--- src/pkg/asla_regs.vh ---
// constants for the add/subtract/logic datapath block
// Function
// - datapath covers the listed data processing set
// - carry add: a plus b plus carry, flags
// - plain add: sum to destination, flags kept
// - flag add: same sum, update all flags
// - negate: zero minus first source, all flags
// - borrow subtract: a minus b minus carry
// - plain subtract: difference, flags kept
// - flag subtract: same difference, all flags
// - omitted destination means first source register
// - carry ops: low registers, destination equals source
// - plain register add: not both program counter
// - pointer plus immediate to low: 0-1020, x4
// - stack pointer add/sub immediate: 0-508, x4
// - flag add/sub: imm 0-7, 0-255, registers
// - logic ops: destination equals first operand
// - bit clear uses inverted b; logic sets N,Z
`ifndef ASLA_REGS_VH
`define ASLA_REGS_VH
// register map (word offsets, byte addresses)
`define ASLA_ADDR_W 8
`define ASLA_OFS_FLAGS 8'h00
`define ASLA_OFS_CTRL 8'h04
`define ASLA_OFS_OPCNT 8'h08
`define ASLA_OFS_BADCNT 8'h0c
`define ASLA_OFS_LASTRES 8'h10
// flag field positions in the flags register
`define ASLA_FLAG_V 0
`define ASLA_FLAG_C 1
`define ASLA_FLAG_Z 2
`define ASLA_FLAG_N 3
// control field positions and reset values
`define ASLA_CTRL_CHECK 0
`define ASLA_FLAGS_RST 4'h0
`define ASLA_CTRL_RST 1'b1
// operation codes from the decoder
`define ASLA_OP_ADD 4'h0
`define ASLA_OP_ADDS 4'h1
`define ASLA_OP_ADD_WITH_CARRY_OP 4'h2
`define ASLA_OP_SUB 4'h3
`define ASLA_OP_MINUS_FLAGS_OP 4'h4
`define ASLA_OP_MINUS_WITH_BORROW_OP 4'h5
`define ASLA_OP_NEGATE_OP 4'h6
`define ASLA_OP_AND 4'h7
`define ASLA_OP_ORR 4'h8
`define ASLA_OP_EOR 4'h9
`define ASLA_OP_BIC 4'ha
// special register indices
`define ASLA_IDX_SP 4'hd
`define ASLA_IDX_PC 4'hf
// immediate limits
`define ASLA_IMM_PTR_MAX 11'h3fc
`define ASLA_IMM_SP_MAX 11'h1fc
`define ASLA_IMM_SMALL_MAX 11'h007
`define ASLA_IMM_BYTE_MAX 11'h0ff
`endif

--- src/design/asla_alu.v ---
// add, subtract and bitwise-logic datapath with flag register
`timescale 1ns/100ps
`include "asla_regs.vh"
module asla_alu #(
  parameter CNT_W = 16 // width of the operation counters
) (
  // clock and reset
  input wire i_sys_clk,
  input wire i_reset,
  // request from the instruction decoder
  input wire i_op_valid,
  input wire [3:0] i_op_code,
  input wire i_dst_omitted,
  input wire [3:0] i_dst_idx,
  input wire [3:0] i_src1_idx,
  input wire [3:0] i_src2_idx,
  input wire i_use_imm,
  input wire [10:0] i_imm,
  input wire [31:0] i_src1_val,
  input wire [31:0] i_src2_val,
  // result toward the register file
  output reg o_res_valid,
  output reg [3:0] o_res_dst,
  output reg [31:0] o_res_data,
  output reg o_illegal,
  output reg [3:0] o_flags,
  // software register port
  input wire [7:0] i_reg_addr,
  input wire [31:0] i_reg_wdata,
  input wire i_reg_wr,
  input wire i_reg_rd,
  output reg [31:0] o_reg_rdata
);

  // true when a register index names one of the eight low registers
  function is_low;
    input [3:0] idx;
    begin
      is_low = ~idx[3];
    end
  endfunction

  // true when an immediate is a multiple of four within a limit
  function imm_x4_ok;
    input [10:0] imm;
    input [10:0] lim;
    begin
      imm_x4_ok = (imm <= lim) && (imm[1:0] == 2'b00);
    end
  endfunction

  // state registers
  reg [3:0] flags_ff; // NZCV flags
  reg ctrl_check_ff; // operand checking enable
  reg [CNT_W-1:0] opcnt_ff; // executed operations
  reg [CNT_W-1:0] badcnt_ff; // refused operations
  reg [31:0] lastres_ff; // last written result

  // combinational datapath signals
  reg [3:0] eff_dst; // destination after omission rule
  reg [31:0] opnd_a; // adder first input
  reg [31:0] opnd_b; // adder second input, maybe inverted
  reg carry_in; // adder carry input
  reg [32:0] sum33; // 33-bit adder output
  reg [31:0] logic_res; // bitwise result
  reg [31:0] nxt_res; // selected result
  reg is_arith; // adder result selected
  reg sets_all; // updates N, Z, C and V
  reg sets_nz; // updates N and Z only
  reg legal; // operand form allowed
  reg known_op; // opcode belongs to this block
  reg [31:0] b_sel; // second operand before inversion
  reg ovf; // signed overflow
  reg [3:0] nxt_flags; // flags after this cycle

  // destination select
  always @* begin
    if (i_dst_omitted) begin
      eff_dst = i_src1_idx;
    end else begin
      eff_dst = i_dst_idx;
    end
  end

  // operand and carry steering for the shared adder
  always @* begin
    b_sel = i_use_imm ? {21'h000000, i_imm} : i_src2_val;
    opnd_a = i_src1_val;
    opnd_b = b_sel;
    carry_in = 1'b0;
    is_arith = 1'b1;
    case (i_op_code)
      `ASLA_OP_ADD, `ASLA_OP_ADDS: begin
        carry_in = 1'b0;
      end
      `ASLA_OP_ADD_WITH_CARRY_OP: begin
        opnd_b = i_src2_val;
        carry_in = flags_ff[`ASLA_FLAG_C];
      end
      `ASLA_OP_SUB, `ASLA_OP_MINUS_FLAGS_OP: begin
        // subtract as add of inverted operand plus one
        opnd_b = ~b_sel;
        carry_in = 1'b1;
      end
      `ASLA_OP_MINUS_WITH_BORROW_OP: begin
        // one extra taken off while the carry flag is set
        opnd_b = ~i_src2_val;
        carry_in = ~flags_ff[`ASLA_FLAG_C];
      end
      `ASLA_OP_NEGATE_OP: begin
        // zero minus first source gives the negation
        opnd_a = 32'h00000000;
        opnd_b = ~i_src1_val;
        carry_in = 1'b1;
      end
      default: begin
        is_arith = 1'b0;
      end
    endcase
  end

  // shared 33-bit adder, wraps modulo 2^32
  always @* begin
    sum33 = {1'b0, opnd_a} + {1'b0, opnd_b} + {32'h00000000, carry_in};
    // signed overflow: like-signed inputs, different result sign
    ovf = (opnd_a[31] == opnd_b[31]) && (sum33[31] != opnd_a[31]);
  end

  // bitwise unit; the register operand only, never an immediate
  always @* begin
    case (i_op_code)
      `ASLA_OP_AND: logic_res = i_src1_val & i_src2_val;
      `ASLA_OP_ORR: logic_res = i_src1_val | i_src2_val;
      `ASLA_OP_EOR: logic_res = i_src1_val ^ i_src2_val;
      `ASLA_OP_BIC: logic_res = i_src1_val & ~i_src2_val;
      default: logic_res = 32'h00000000;
    endcase
    nxt_res = is_arith ? sum33[31:0] : logic_res;
  end

  // which flags each operation touches
  always @* begin
    sets_all = 1'b0;
    sets_nz = 1'b0;
    known_op = 1'b1;
    case (i_op_code)
      `ASLA_OP_ADD, `ASLA_OP_SUB: begin
        sets_all = 1'b0; // flags kept
      end
      `ASLA_OP_ADDS, `ASLA_OP_ADD_WITH_CARRY_OP, `ASLA_OP_MINUS_FLAGS_OP,
      `ASLA_OP_MINUS_WITH_BORROW_OP, `ASLA_OP_NEGATE_OP: begin
        sets_all = 1'b1;
      end
      `ASLA_OP_AND, `ASLA_OP_ORR, `ASLA_OP_EOR, `ASLA_OP_BIC: begin
        sets_nz = 1'b1; // C and V left alone
      end
      default: begin
        // codes of the wider set handled by other units
        known_op = 1'b0;
      end
    endcase
  end

  // operand form checks; a form outside the allowed set is refused
  always @* begin
    legal = 1'b0;
    case (i_op_code)
      `ASLA_OP_ADD_WITH_CARRY_OP, `ASLA_OP_MINUS_WITH_BORROW_OP: begin
        legal = !i_use_imm && is_low(eff_dst) && is_low(i_src1_idx)
          && is_low(i_src2_idx) && (eff_dst == i_src1_idx);
      end
      `ASLA_OP_ADD: begin
        if (!i_use_imm) begin
          // any register except both sources the program counter, destination is first source
          legal = (eff_dst == i_src1_idx) &&
            !((i_src1_idx == `ASLA_IDX_PC) &&
              (i_src2_idx == `ASLA_IDX_PC));
        end else if ((eff_dst == `ASLA_IDX_SP) &&
                     (i_src1_idx == `ASLA_IDX_SP)) begin
          legal = imm_x4_ok(i_imm, `ASLA_IMM_SP_MAX);
        end else if (is_low(eff_dst) &&
                     ((i_src1_idx == `ASLA_IDX_SP) ||
                      (i_src1_idx == `ASLA_IDX_PC))) begin
          legal = imm_x4_ok(i_imm, `ASLA_IMM_PTR_MAX);
        end
      end
      `ASLA_OP_SUB: begin
        // only the stack pointer form exists for the plain subtract
        legal = i_use_imm && (eff_dst == `ASLA_IDX_SP) &&
          (i_src1_idx == `ASLA_IDX_SP) &&
          imm_x4_ok(i_imm, `ASLA_IMM_SP_MAX);
      end
      `ASLA_OP_ADDS, `ASLA_OP_MINUS_FLAGS_OP: begin
        if (!is_low(eff_dst) || !is_low(i_src1_idx)) begin
          legal = 1'b0;
        end else if (!i_use_imm) begin
          legal = is_low(i_src2_idx); // three-register form
        end else if (i_imm <= `ASLA_IMM_SMALL_MAX) begin
          legal = 1'b1; // three-operand small immediate
        end else begin
          legal = (i_imm <= `ASLA_IMM_BYTE_MAX) &&
            (eff_dst == i_src1_idx); // two-operand byte
        end
      end
      `ASLA_OP_NEGATE_OP: begin
        // the only immediate allowed is the zero itself
        legal = is_low(eff_dst) && is_low(i_src1_idx) &&
          (!i_use_imm || (i_imm == 11'h000));
      end
      `ASLA_OP_AND, `ASLA_OP_ORR, `ASLA_OP_EOR, `ASLA_OP_BIC: begin
        legal = !i_use_imm && is_low(eff_dst) &&
          is_low(i_src2_idx) && (eff_dst == i_src1_idx);
      end
      default: begin
        legal = 1'b0;
      end
    endcase
    // checking off accepts any form of a known opcode; unknown codes stay refused
    if (!ctrl_check_ff && known_op) begin
      legal = 1'b1;
    end
  end

  // flag update; the flags an instruction sets beat a software write in one cycle
  always @* begin
    nxt_flags = flags_ff;
    if (i_reg_wr && (i_reg_addr == `ASLA_OFS_FLAGS)) begin
      nxt_flags = i_reg_wdata[3:0];
    end
    if (i_op_valid && legal && (sets_all || sets_nz)) begin
      nxt_flags[`ASLA_FLAG_N] = nxt_res[31];
      nxt_flags[`ASLA_FLAG_Z] = (nxt_res == 32'h00000000);
      if (sets_all) begin
        nxt_flags[`ASLA_FLAG_C] = sum33[32];
        nxt_flags[`ASLA_FLAG_V] = ovf;
      end
    end
  end

  // result, flags and counters
  always @(posedge i_sys_clk) begin
    if (i_reset) begin
      flags_ff <= `ASLA_FLAGS_RST;
      opcnt_ff <= {CNT_W{1'b0}};
      badcnt_ff <= {CNT_W{1'b0}};
      lastres_ff <= 32'h00000000;
      o_res_valid <= 1'b0;
      o_res_dst <= 4'h0;
      o_res_data <= 32'h00000000;
      o_illegal <= 1'b0;
      o_flags <= `ASLA_FLAGS_RST;
    end else begin
      flags_ff <= nxt_flags;
      o_flags <= nxt_flags;
      o_res_valid <= i_op_valid && legal;
      o_illegal <= i_op_valid && !legal;
      if (i_op_valid && legal) begin
        // write-back of the result
        o_res_dst <= eff_dst;
        o_res_data <= nxt_res;
        lastres_ff <= nxt_res;
        opcnt_ff <= opcnt_ff + {{(CNT_W-1){1'b0}}, 1'b1};
      end
      if (i_op_valid && !legal) begin
        // refused: nothing written, counter saturates at all ones
        if (badcnt_ff != {CNT_W{1'b1}}) begin
          badcnt_ff <= badcnt_ff + {{(CNT_W-1){1'b0}}, 1'b1};
        end
      end
    end
  end

  // control register write
  always @(posedge i_sys_clk) begin
    if (i_reset) begin
      ctrl_check_ff <= `ASLA_CTRL_RST;
    end else if (i_reg_wr && (i_reg_addr == `ASLA_OFS_CTRL)) begin
      ctrl_check_ff <= i_reg_wdata[`ASLA_CTRL_CHECK];
    end
  end

  // read port: data in the cycle after the strobe, zero otherwise
  always @(posedge i_sys_clk) begin
    if (i_reset) begin
      o_reg_rdata <= 32'h00000000;
    end else if (i_reg_rd) begin
      case (i_reg_addr)
        `ASLA_OFS_FLAGS: o_reg_rdata <= {28'h0000000, flags_ff};
        `ASLA_OFS_CTRL: o_reg_rdata <= {31'h00000000, ctrl_check_ff};
        `ASLA_OFS_OPCNT:
          o_reg_rdata <= {{(32-CNT_W){1'b0}}, opcnt_ff};
        `ASLA_OFS_BADCNT:
          o_reg_rdata <= {{(32-CNT_W){1'b0}}, badcnt_ff};
        `ASLA_OFS_LASTRES: o_reg_rdata <= lastres_ff;
        default: o_reg_rdata <= 32'h00000000; // unmapped reads zero
      endcase
    end else begin
      o_reg_rdata <= 32'h00000000;
    end
  end

endmodule // asla_alu

--- config.mk ---
export PLATFORM = sky130hd
export DESIGN_NAME = asla_alu
export DESIGN_NICKNAME = d
export VERILOG_FILES = /design/src/design/asla_alu.v
export VERILOG_INCLUDE_DIRS = /design/src /design/src/pkg
export SDC_FILE = /design/constraint.sdc
export NUM_CORES = 1
export LEC_CHECK = 0
export BUFFER_PORTS_ARGS = -buffer_cell sky130_fd_sc_hd__buf_2
export CAP_MARGIN = 40
export CORE_MARGIN = 2
export CORE_UTILIZATION = 30
export DETAILED_ROUTE_END_ITERATION = 10
export PLACE_DENSITY = 0.59
export SLEW_MARGIN = 0
export SYNTH_ARGS = -nofsm -noshare
export SYNTH_HDL_FRONTEND = slang
export SYNTH_SLANG_ARGS = --single-unit
export TNS_END_PERCENT = 20
--- constraint.sdc ---
create_clock -name i_sys_clk -period 6.9 [get_ports i_sys_clk]
set_input_delay 1.38 -clock i_sys_clk [delete_from_list [all_inputs] [get_ports i_sys_clk]]
set_output_delay 1.38 -clock i_sys_clk [all_outputs]
set_load 0.02 [all_outputs]
==> flow_metrics.env <==
export IMPL_finalSetupViolCount=0
export IMPL_worst_path_buf_inv=1
export IMPL_antenna_found_initial=0
export IMPL_nNetsFinal=1621
export IMPL_io_pins=212
export IMPL_yosysTopAreaCellShare_pct=22.47
export IMPL_clock_skew_ns=0.005566
export IMPL_cp_end_kind="flip-flop"
export IMPL_vias=10237
export IMPL_synthTopCellsByCount="nor2_1, dfxtp_1, nand2_1"
export IMPL_status="finished clean"
export IMPL_postCtsResizedCells=0
export IMPL_reg2reg_depth=16
export IMPL_die_area_mm2=0.03322
export IMPL_cp_start_kind="input pin"
export IMPL_num_rows=65
export IMPL_hold_class="reg -> reg"
export IMPL_ys_seq_area_share_pct=22.47
export IMPL_fmax_mhz=175.6
export IMPL_h_tree_depth=3
export IMPL_power_leakage_nw=4.871
export IMPL_postCtsSetupRepairBufs=0
export IMPL_slew_headroom_pct=34.46
export IMPL_start_util_pct=30.37
export IMPL_worst_pin_slew_ns=0.9728
export IMPL_power_density_mw_per_mm2=159.3
export IMPL_die_w_um=182.3
export IMPL_clock_sinks=107
export IMPL_drt_iter0_markers=895
export IMPL_worstPathArrival_ns=5.98
export IMPL_yosysUniqueCellTypes=87
export IMPL_ir_worst_vdd_mv=0.1011
export IMPL_holdWs_ns=0.4993
export IMPL_syn_inst=1283
export IMPL_grt_max_degree=74
export IMPL_hold_violations=0
export IMPL_synth_edff_count=0
export IMPL_grt_use_total_pct=19.55
export IMPL_grt_pass1_vias=9515
export IMPL_power_total_mw=1.766
export IMPL_final_min_clock_period_ns=5.694
export IMPL_totalWireLength_um=33450
export IMPL_ys_ff_latch=107
export IMPL_clkLatencyLatePin_ns=0.34
export IMPL_gp_congestion=0.9180
export IMPL_critPathKind="in -> reg"
export IMPL_setup_tns_ns=0
export IMPL_hold_depth=2
export IMPL_ctsRootBufferMaster="clkbuf_16"
export IMPL_port_buffers=183
export IMPL_hpwl_um=26530
export IMPL_cts_hold_buf=0
export IMPL_clk_pin_slew_worst_paths_ns=0.07
export IMPL_area_growth_pct=16.30
export IMPL_synth_nets=1489
export IMPL_rsz0062_at_grt="no"
export IMPL_cts_tree="built"
export IMPL_ys_top_cells_by_area="dfxtp_1, ha_1, nor2_1, mux2i_1, a21oi_1"
export IMPL_clockBufferDepth=2
export IMPL_drc_errors=0
export IMPL_fillCellCount=3373
export IMPL_synth_top_flop_cell="dfxtp_1"
export IMPL_drt_wirelength_per_cell_um=18.36
export IMPL_ant_nets=0
export IMPL_synthArstFlopShare_pct=0
export IMPL_maxCapViolCount=0
export IMPL_synth_avg_cell_area_um2=7.430
export IMPL_final_period_utilization_pct=82.52
export IMPL_synth_area_mm2=0.009533
export IMPL_via_per_inst=5.619
export IMPL_slowest_delay_ns=0.55
export IMPL_grt_overflow=0
export IMPL_final_core_util_pct=35.32
export IMPL_drive_above_1_share_pct=18.17
export IMPL_dr_pass1_iters=7
export IMPL_n_antenna_cell=0
export IMPL_yosysWarnings=0
export IMPL_crit_family="compound AO/OA/AOI/OAI gates"
export IMPL_finalMaxSlewViolations=0
export IMPL_crit_chain="buf_2 -> nand2_1 -> or2_2 -> o22a_1 -> o221ai_1 -> o21ai_0 -> fa_1 -> fa_1 -> nor2b_1 -> o31ai_1 -> a21oi_1 -> a21oi_1 -> o41a_1 -> mux2i_1 -> nand2_1 -> nor4_1 -> nand4_1 -> o21ai_1"
export IMPL_die_y_um=182.3
export IMPL_synth_most_common_cell="nor2_1"
export IMPL_core_mm2=0.03139
export IMPL_cp_slowest_cell="o41a_1"
export IMPL_grt_pass1_wl_um=52310
export IMPL_cts_buffers=9
export IMPL_cp_required_ns=7.18
export IMPL_yosys_area_top_type="dfxtp_1"
export IMPL_crit_fanout=15
export IMPL_cp_num_cells=18
cell families after synthesis:
group,after synthesis,synth area share (%)
adders and majority gates,68,9.083
and+or+nand+nor,457,23.31
xor gates and xnor gates,51,4.686
DFF,107,22.47
AOI/OAI and AO/OA,378,27.54
buffers and inverters,171,7.442
muxes,51,5.473
sequential cells by signal, summed over array words and instances, names as in the netlist:
signal	cells
o_reg_rdata	32
o_res_data	32
badcnt_ff	16
opcnt_ff	16
flags_ff	4
o_res_dst	4
ctrl_check_ff	1
o_illegal	1
o_res_valid	1
routing by layer:
layer	track usage (%)	wire length [µm]
met5	0	0
met4	5.774	842
met3	3.632	2865
met2	30.44	14380
met1	27.39	15360
cells in the final DEF, fill, tap and decap left out, types with 12 or more instances in the layout:
cell type	synthesis	final
a211oi_1	28	28
a21oi_1	89	88
a222oi_1	13	13
a32oi_1	12	12
and3_1	29	29
buf_2	21	183
buf_4	5	22
dfxtp_1	107	107
ha_1	66	66
inv_1	83	83
mux2i_1	45	45
nand2_1	106	106
nand3_1	45	45
nand4_1	21	21
nor2_1	150	149
nor3_1	21	20
o21a_1	13	13
o21ai_0	78	78
o221ai_1	15	15
o22ai_1	14	14
or3_1	16	16
xnor2_1	27	27
xor2_1	24	24
power breakdown:
group | switching [mW] | total [mW] | internal, mW
clock | 0.242 | 0.493 | 0.251
combinational | 0.402 | 0.641 | 0.239
sequential | 0.00784 | 0.631 | 0.624
layout make-up:
type                    instances  area, µm²  area share [%]
clock buffers                   9      225.2           2.031
clock inverters                 7      58.81          0.5304
inverters                      84      315.3           2.844
multi-input cells            1005       6711           60.53
flip-flops and latches        107       2142           19.32
well taps                     402      503.0           4.537
repair buffers                208       1131           10.20
metrics by stage:
step	cell area, µm²	setup slack [ns]	std cells
after floorplan	9533	1.103	1283
after global placement	10750	0.8906	1801
after detailed placement	10800	0.8764	1806
after CTS	11090	1.241	1822
after global routing	11090	0.8214	1822
final	11090	1.206	1822
worst min-delay path, cell delays in order, from the launching register on:
cell,delay (ns)
dfxtp_1,0.31
nor2_1,0.09
a211oi_1,0.05
path summary, 6_finish.rpt:
check | from | endpoint | slack (ns)
min | o_res_dst[1] | o_res_dst[1] | 0.50
min reg2reg | o_res_dst[1] | o_res_dst[1] | 0.50
max reg2reg | flags_ff[1] | flags_ff[2] | 2.70
max | i_op_code[2] | flags_ff[2] | 1.21
No activity file was read; power rests on OpenSTA's default activity.
